## config.mk

```make
export PLATFORM = sky130hd
export DESIGN_NAME = mux_accessory_register_interface
export DESIGN_NICKNAME = d
export VERILOG_FILES = /design/src/mux_regs_pkg.sv /design/src/mux_accessory_register_interface.sv
export SDC_FILE = /design/constraint.sdc
export NUM_CORES = 1
export LEC_CHECK = 0
export BUFFER_PORTS_ARGS = -buffer_cell sky130_fd_sc_hd__clkbuf_2
export CELL_PAD_IN_SITES_DETAIL_PLACEMENT = 0
export CELL_PAD_IN_SITES_GLOBAL_PLACEMENT = 1
export CORE_MARGIN = 5
export CORE_UTILIZATION = 32
export DETAILED_ROUTE_END_ITERATION = 8
export GPL_ROUTABILITY_DRIVEN = 0
export PLACE_DENSITY_LB_ADDON = 0.2
export SYNTH_ARGS = -nofsm -noshare
export SYNTH_HDL_FRONTEND = slang
export SYNTH_SLANG_ARGS = --single-unit
export TNS_END_PERCENT = 1
```

## constraint.sdc

```tcl
create_clock -name clk -period 2.2 [get_ports clk]
set_input_delay 0.11 -clock clk [delete_from_list [all_inputs] [get_ports clk]]
set_output_delay 0.11 -clock clk [all_outputs]
set_load 0.03 [all_outputs]
```

## src/mux_regs_pkg.sv

```systemverilog
package mux_regs_pkg;

    // ------------------------------------------------------------------
    // register numbers (reads and writes decode them separately, 0 and 1 differ)
    // ------------------------------------------------------------------
    localparam logic [2:0] REG_IDENTITY  = 3'h0;
    localparam logic [2:0] REG_RESET     = 3'h0;
    localparam logic [2:0] REG_STATUS    = 3'h1;
    localparam logic [2:0] REG_ADDR_SEL  = 3'h1;
    localparam logic [2:0] REG_SW_STATE  = 3'h2;
    localparam logic [2:0] REG_SW_OPEN   = 3'h3;
    localparam logic [2:0] REG_RLY_OPEN  = 3'h4;
    localparam logic [2:0] REG_RLY_CLOSE = 3'h5;
    localparam logic [2:0] REG_SW_CLOSE  = 3'h6;

    // ------------------------------------------------------------------
    // field positions
    // ------------------------------------------------------------------
    localparam int ST_RELAY_OPEN = 7;
    localparam int ST_NO_RIBBON  = 6;
    localparam int ST_RIBBON_CTL = 5;
    localparam int ST_NOT_SCAN   = 4;
    localparam int ST_BB_OPENING = 3;
    localparam int ST_LOCAL_OPEN = 2;
    localparam int ST_BUSY       = 1;
    localparam int ADDR_CTL_BIT  = 3;
    localparam int CMD_RELAY_BIT = 15;
    localparam logic [2:0] NO_TERMINAL = 3'h7;

    // ------------------------------------------------------------------
    // reset values and timing
    // ------------------------------------------------------------------
    localparam logic [7:0] SW_STATE_RST = 8'h00;
    localparam logic [2:0] ADDR_RST     = 3'h0;
    localparam int CLK_HZ          = 10_000_000;
    localparam int SWITCH_TIME_NS  = 1000;
    localparam int SWITCH_CYCLES   = (SWITCH_TIME_NS * (CLK_HZ / 1_000_000)
                                      + 999) / 1000;
    localparam logic [7:0] SWITCH_CNT = 8'(SWITCH_CYCLES);

    typedef enum logic [3:0] {
        ST_IDLE    = 4'h1,
        ST_OPENING = 4'h2,
        ST_WAITBB  = 4'h4,
        ST_CLOSING = 4'h8
    } seq_t;

endpackage

```

## src/mux_accessory_register_interface.sv

```systemverilog
// Functional notes
// - reads and writes decode registers separately
// - register 0 read gives identity byte
// - upper five component, lower three terminal
// - no terminal module forces low bits ones
// - status on lines 0-7, bit 0 zero
// - bit 7 is last relay command
// - bit 5 high under voltmeter control
// - bit 4 low during scan, busy set
// - bit 3 high while backplane opening line low
// - bit 2 high while opening a switch
// - bit 1 busy while executing or scanning
// - switch state bits 7-4 operation code
// - switch state bits 3-0 channel code
// - codes 0-3 no channel, 4-15 ch 11..0
// - register 0 write resets switches and relays
`timescale 1ns/1ps
`default_nettype none
module mux_accessory_register_interface
    import mux_regs_pkg::*;
#(
    parameter logic [4:0] COMPONENT_ID = 5'h11  // arbitrary value
) (
    // clock and reset
    input  wire logic        clk,
    input  wire logic        nrst,
    // register access
    input  wire logic        register_read_command,
    input  wire logic        register_write_command,
    input  wire logic [2:0]  reg_num,
    input  wire logic [15:0] wr_data,
    output logic      [7:0]  rd_data,
    // module straps and ribbon pins
    input  wire logic        terminal_present,
    input  wire logic [2:0]  terminal_type,
    input  wire logic        ribbon_attached_n,
    input  wire logic        scan_active,
    // backplane coordination
    input  wire logic        bp_opening_n,
    output logic             opening_pulse,
    output logic             closing_pulse,
    // switch drive
    output logic             relays_open,
    output logic      [3:0]  op_code,
    output logic      [3:0]  chan_code,
    output logic             channel_on,
    output logic      [3:0]  chan_index,
    output logic             ribbon_control,
    output logic      [2:0]  ribbon_address
);
    import mux_regs_pkg::*;

    // ------------------------------------------------------------------
    // state
    // ------------------------------------------------------------------
    typedef struct packed {
        logic [1:0]  sync_open;
        logic [1:0]  sync_ribbon;
        logic [1:0]  sync_scan;
        logic [7:0]  rdata;
        logic [7:0]  sw_state;
        logic        relay_open;
        logic        ribbon_ctl;
        logic [2:0]  addr;
        seq_t        seq;
        logic [7:0]  cnt;
        logic        open_p;
        logic        close_p;
        logic [3:0]  pend_op;
        logic [3:0]  pend_ch;
        logic        pend_sw;
    } state_t;

    state_t s_q;
    state_t s_d;

    // channel code 4..15 maps to channel 11..0 of the bank
    function automatic logic [3:0] chan_of(input logic [3:0] code);
        chan_of = 4'hF - code;
    endfunction

    // ------------------------------------------------------------------
    // status and identity assembly
    // ------------------------------------------------------------------
    logic [7:0] status_w;
    logic [7:0] ident_w;
    logic       busy_w;
    logic       bb_open_w;

    always_comb begin
        bb_open_w = ~s_q.sync_open[1];
        busy_w    = (s_q.seq != ST_IDLE) | s_q.sync_scan[1];
        ident_w   = {COMPONENT_ID,
                     terminal_present ? terminal_type : NO_TERMINAL};
        status_w  = 8'h00;
        status_w[ST_RELAY_OPEN] = s_q.relay_open;
        status_w[ST_NO_RIBBON]  = s_q.sync_ribbon[1];
        status_w[ST_RIBBON_CTL] = s_q.ribbon_ctl;
        status_w[ST_NOT_SCAN]   = ~s_q.sync_scan[1];
        status_w[ST_BB_OPENING] = bb_open_w;
        status_w[ST_LOCAL_OPEN] = (s_q.seq == ST_OPENING);
        status_w[ST_BUSY]       = busy_w;
    end

    // ------------------------------------------------------------------
    // next state: register decode and switching sequence
    // ------------------------------------------------------------------
    always_comb begin
        s_d = s_q;
        s_d.sync_open   = {s_q.sync_open[0], bp_opening_n};
        s_d.sync_ribbon = {s_q.sync_ribbon[0], ribbon_attached_n};
        s_d.sync_scan   = {s_q.sync_scan[0], scan_active};
        s_d.open_p  = 1'b0;
        s_d.close_p = 1'b0;

        // reads only load the data register, nothing else moves
        if (register_read_command) begin
            unique case (reg_num)
                REG_IDENTITY: s_d.rdata = ident_w;
                REG_STATUS:   s_d.rdata = status_w;
                REG_SW_STATE: s_d.rdata = s_q.sw_state;
                default:      s_d.rdata = 8'h00;
            endcase
        end

        // sequence advance
        unique case (s_q.seq)
            ST_IDLE: ;
            ST_OPENING: begin
                if (s_q.cnt == 8'h00) begin
                    s_d.seq = ST_IDLE;
                end else begin
                    s_d.cnt = s_q.cnt - 8'h01;
                end
            end
            ST_WAITBB: begin
                // closure waits until backplane opening line goes high
                if (!bb_open_w) begin
                    s_d.seq     = ST_CLOSING;
                    s_d.cnt     = SWITCH_CNT;
                    s_d.close_p = 1'b1;
                    if (s_q.pend_sw) begin
                        s_d.sw_state = {s_q.pend_op, s_q.pend_ch};
                    end else begin
                        s_d.relay_open = 1'b0;
                    end
                end
            end
            ST_CLOSING: begin
                if (s_q.cnt == 8'h00) begin
                    s_d.seq = ST_IDLE;
                end else begin
                    s_d.cnt = s_q.cnt - 8'h01;
                end
            end
            default: s_d.seq = ST_IDLE;
        endcase

        if (register_write_command) begin
            unique case (reg_num)
                REG_RESET: begin
                    s_d.sw_state   = SW_STATE_RST;
                    s_d.relay_open = 1'b1;
                    s_d.seq        = ST_IDLE;
                    s_d.cnt        = 8'h00;
                    s_d.open_p     = 1'b0;
                    s_d.close_p    = 1'b0;
                end
                REG_ADDR_SEL: begin
                    s_d.ribbon_ctl = wr_data[ADDR_CTL_BIT];
                    s_d.addr       = wr_data[2:0];
                end
                REG_SW_OPEN, REG_RLY_OPEN: begin
                    s_d.seq    = ST_OPENING;
                    s_d.cnt    = SWITCH_CNT;
                    s_d.open_p = 1'b1;
                    if (reg_num == REG_RLY_OPEN ||
                        wr_data[CMD_RELAY_BIT]) begin
                        s_d.relay_open = 1'b1;
                    end
                    if (reg_num == REG_SW_OPEN &&
                        wr_data[7:0] == s_q.sw_state) begin
                        s_d.sw_state = SW_STATE_RST;
                    end
                end
                REG_RLY_CLOSE, REG_SW_CLOSE: begin
                    s_d.seq     = ST_WAITBB;
                    s_d.pend_sw = (reg_num == REG_SW_CLOSE);
                    s_d.pend_op = wr_data[7:4];
                    s_d.pend_ch = wr_data[3:0];
                end
                default: ;
            endcase
        end
    end

    // ------------------------------------------------------------------
    // state register
    // ------------------------------------------------------------------
    always_ff @(posedge clk or negedge nrst) begin
        if (!nrst) begin
            s_q <= '{sync_open: 2'b11, sync_ribbon: 2'b11, sync_scan: 2'b00,
                     rdata: 8'h00, sw_state: SW_STATE_RST, relay_open: 1'b1,
                     ribbon_ctl: 1'b0, addr: ADDR_RST, seq: ST_IDLE,
                     cnt: 8'h00, open_p: 1'b0, close_p: 1'b0,
                     pend_op: 4'h0, pend_ch: 4'h0, pend_sw: 1'b0};
        end else begin
            s_q <= s_d;
        end
    end

    // ------------------------------------------------------------------
    // outputs
    // ------------------------------------------------------------------
    assign rd_data        = s_q.rdata;
    assign opening_pulse  = s_q.open_p;
    assign closing_pulse  = s_q.close_p;
    assign relays_open    = s_q.relay_open;
    assign op_code        = s_q.sw_state[7:4];
    assign chan_code      = s_q.sw_state[3:0];
    assign channel_on     = s_q.sw_state[3:2] != 2'b00;
    assign chan_index     = channel_on ? chan_of(s_q.sw_state[3:0]) : 4'h0;
    assign ribbon_control = s_q.ribbon_ctl;
    assign ribbon_address = s_q.addr;

endmodule
`default_nettype wire

```

==> results_dict.tcl <==
set metrics [dict create \
    status "complete, no violations" \
    dpl.hpwl_microns 4666 \
    drive_above_1_share 0.3162 \
    cts_buffers 5 \
    rsz0062_at_grt "false" \
    yosysTopAreaCell "dfrtp_1" \
    critPathSlowestCell "nor4b_1" \
    dp_slack_ns 0.1514 \
    path_clk_slew_ns 0.10 \
    finalSetupTns_ns 0 \
    maxCapViolations 0 \
    drt_iter0_drc 102 \
    core_area_sq_mm 0.007767 \
    ctsResizeCount 0 \
    reg2reg_depth 7 \
    timing.rr.start "s_q[11]" \
    tightest_slew_ns 0.6642 \
    track_usage 0.1362 \
    synth_top_area_frac 0.4299 \
    setup_viol 0 \
    startpoint "s_q[11]" \
    ant_nets 0 \
    firstDrtPassIters 4 \
    cts.sinks 50 \
    required_ns 2.38 \
    yosys-top-cells-area "dfrtp_1 (43%), dfstp_2 (6.2%), mux2_2 (6.2%)" \
    reg2reg_to "s_q[14]" \
    cp_slowest_stage_delay_ns 0.48 \
    cp.arrival_ns 2.19 \
    power.density_mw_per_mm2 863.1 \
    endpoint "s_q[14]" \
    drv_slew 0 \
    antennaDiodeCount 0 \
    cts_buffer_depth 2 \
    cts_tree "done" \
    cts_root_buffer "clkbuf_8" \
    r2r_slack_ns 0.19 \
    start_util 0.3297 \
    rows 32 \
    grt_pass1_vias 2041 \
    yosysWarnings 0 \
    stdcell_count 393 \
    avgSynthCellArea_sq_um 10.41 \
    synth_cells 246 \
    worst-setup-path-type "reg2reg" \
    leakage_nw 1.417 \
    p_total_mw 2.584 \
    netlist_area_sq_mm 0.002561 \
    worstSetupStartpointType "flop" \
    pin_count 58 \
    fin_crit_sh 0.9138 \
    nets 322 \
    drc 0 \
    grt_antenna_before_repair 0 \
    grt_max_degree 51 \
    dieHeight_microns 99.47 \
    vias 1938 \
    slew_headroom 0.5572 \
    clkLatencyLatePin_ns 0.31 \
    h-tree-depth 2 \
    synth_fp_nets 278 \
    grt-ovfl-total 0 \
    grt_pass1_wl_microns 10590 \
    dieArea_sq_mm 0.009893 \
    setup_ws_ns 0.1897 \
    finClkSkew_ns 0.008854 \
    ys_ff_latch 50 \
    yosysUniqueCellTypes 46 \
    crit_chain "inv_1, ha_1, nor4b_1, a2111oi_2, buf_4, a221oi_1, o21ai_0" \
    dp_cells 380 \
    synth_most_common_cell "dfrtp_1" \
    ir_worst_vdd_v 0.0004213 \
    hp-class "in2reg" \
    synthArstFlopShare 1.000 \
    port-buffer-count 50 \
    avgViaCountPerCell 4.931 \
    endpoint_kind "flop" \
    cp_max_fo 5 \
    synth_common_cells "dfrtp_1 (44), buf_4 (20), nor2_1 (18)" \
    synthFlopType "dfrtp_1" \
    area_growth_pct 16.90 \
    wire_per_inst_microns 16.32 \
    die_w_microns 99.47 \
    synth_edf_count 0 \
    finalHoldViolCount 0 \
    hold_slack_ns 0.04765 \
    ys_seq_area_frac 0.4915 \
    fin_crit_ns 2.010 \
    drt-total-wl_microns 6412 \
    fmax_mhz 497.4 \
]
## placed cells by master (no fill, tap or decap), types with 2 or more instances in the layout
| cell | n |
|---|---|
| clkbuf_8 | 6 |
| a22oi_1 | 2 |
| dlygate4sd3_1 | 4 |
| xnor2_1 | 9 |
| o22ai_1 | 9 |
| o21a_1 | 2 |
| nor3_1 | 4 |
| buf_4 | 9 |
| dfrtp_1 | 44 |
| nand2b_1 | 6 |
| nor2b_1 | 7 |
| mux2i_1 | 8 |
| clkbuf_2 | 50 |
| mux2_2 | 14 |
| nor4b_1 | 2 |
| a21oi_1 | 7 |
| and3b_1 | 2 |
| dfstp_2 | 6 |
| nand4_1 | 3 |
| nor2_1 | 18 |
| o21ai_0 | 13 |
| ha_1 | 2 |
| a31oi_1 | 4 |
| a21boi_0 | 3 |
| a311oi_1 | 3 |
| inv_1 | 15 |
| nand2_1 | 14 |
| o31ai_1 | 2 |
| nand3_1 | 3 |
## how the worst min path moves through the flow
| stage | endpoint | slack (ns) | cells past startpoint | start |
|---|---|---|---|---|
| floorplan | chan_code[0] | -0.19 | 0 | nrst |
| global placement | s_d[47] | 0.20 | 1 | ribbon_attached_n |
| detailed placement | s_d[47] | 0.20 | 1 | ribbon_attached_n |
| CTS | s_q[6] | 0.04 | 2 | wr_data[5] |
| global route | s_q[6] | 0.05 | 2 | wr_data[5] |
| finish | s_q[6] | 0.05 | 2 | wr_data[5] |
## flip-flops by register name, indices dropped and copies added (netlist names), 3 cells and up
name            count
chan_code           4
op_code             4
rd_data             8
ribbon_address      3
s_d                 3
s_q                24
## worst max-delay path, delay by kind of cell, from the launching register on
| family | cells | cell delay (ns) |
|---|---|---|
| compound gates | 3 | 0.55 |
| simple gates | 1 | 0.48 |
| flops | 1 | 0.42 |
| buf+inv | 2 | 0.27 |
| fa+ha+maj | 1 | 0.16 |
## power breakdown
part	internal [mW]	switching (mW)	total [mW]	leakage, nW
Clock	0.375	0.328	0.702	0.0618
Combinational	0.275	0.430	0.705	0.732
Sequential	1.05	0.127	1.18	0.623
Total	1.70	0.884	2.58	1.42
## area by class of cell
type                    count  area, sq um
flip-flops and latches     50         1259
clock buffers               6        82.58
fillers                   814         4773
inverters                  15        56.30
multi-input cells         155         1072
well taps                 102        127.6
repair buffers             63        357.8
clock inverters             2        38.79
## what timing repair did
item	in CTS	in global routing
endpoints found under the setup margin	0	2
buffers inserted	0	1
hold endpoints to repair	47	0
hold buffers	4	0
## stage by stage
step	cell area, sq um	util
final	2994	0.3855
after floorplan	2561	-
after detailed placement	2825	0.3637
after CTS	2987	0.3845
after global placement	2825	0.3637
after global routing	2994	0.3855
## kinds of logic after synthesis
family | after synthesis | synth area share
adder cells (fa/ha/maj) | 2 | 0.009769
buffers and inverters | 41 | 0.08988
XOR/XNOR | 9 | 0.03078
AND/OR/NAND/NOR | 66 | 0.1368
flip-flops | 50 | 0.4915
multiplexers | 23 | 0.09722
AO/OA/AOI/OAI | 55 | 0.1441
## metal layers
layer  GRT usage  share of wire
met1      0.1764           0.46
met2      0.2268           0.48
met3     0.02595          0.037
met4     0.04832          0.017
met5           0              0
No activity file was read; power rests on OpenSTA's default activity.
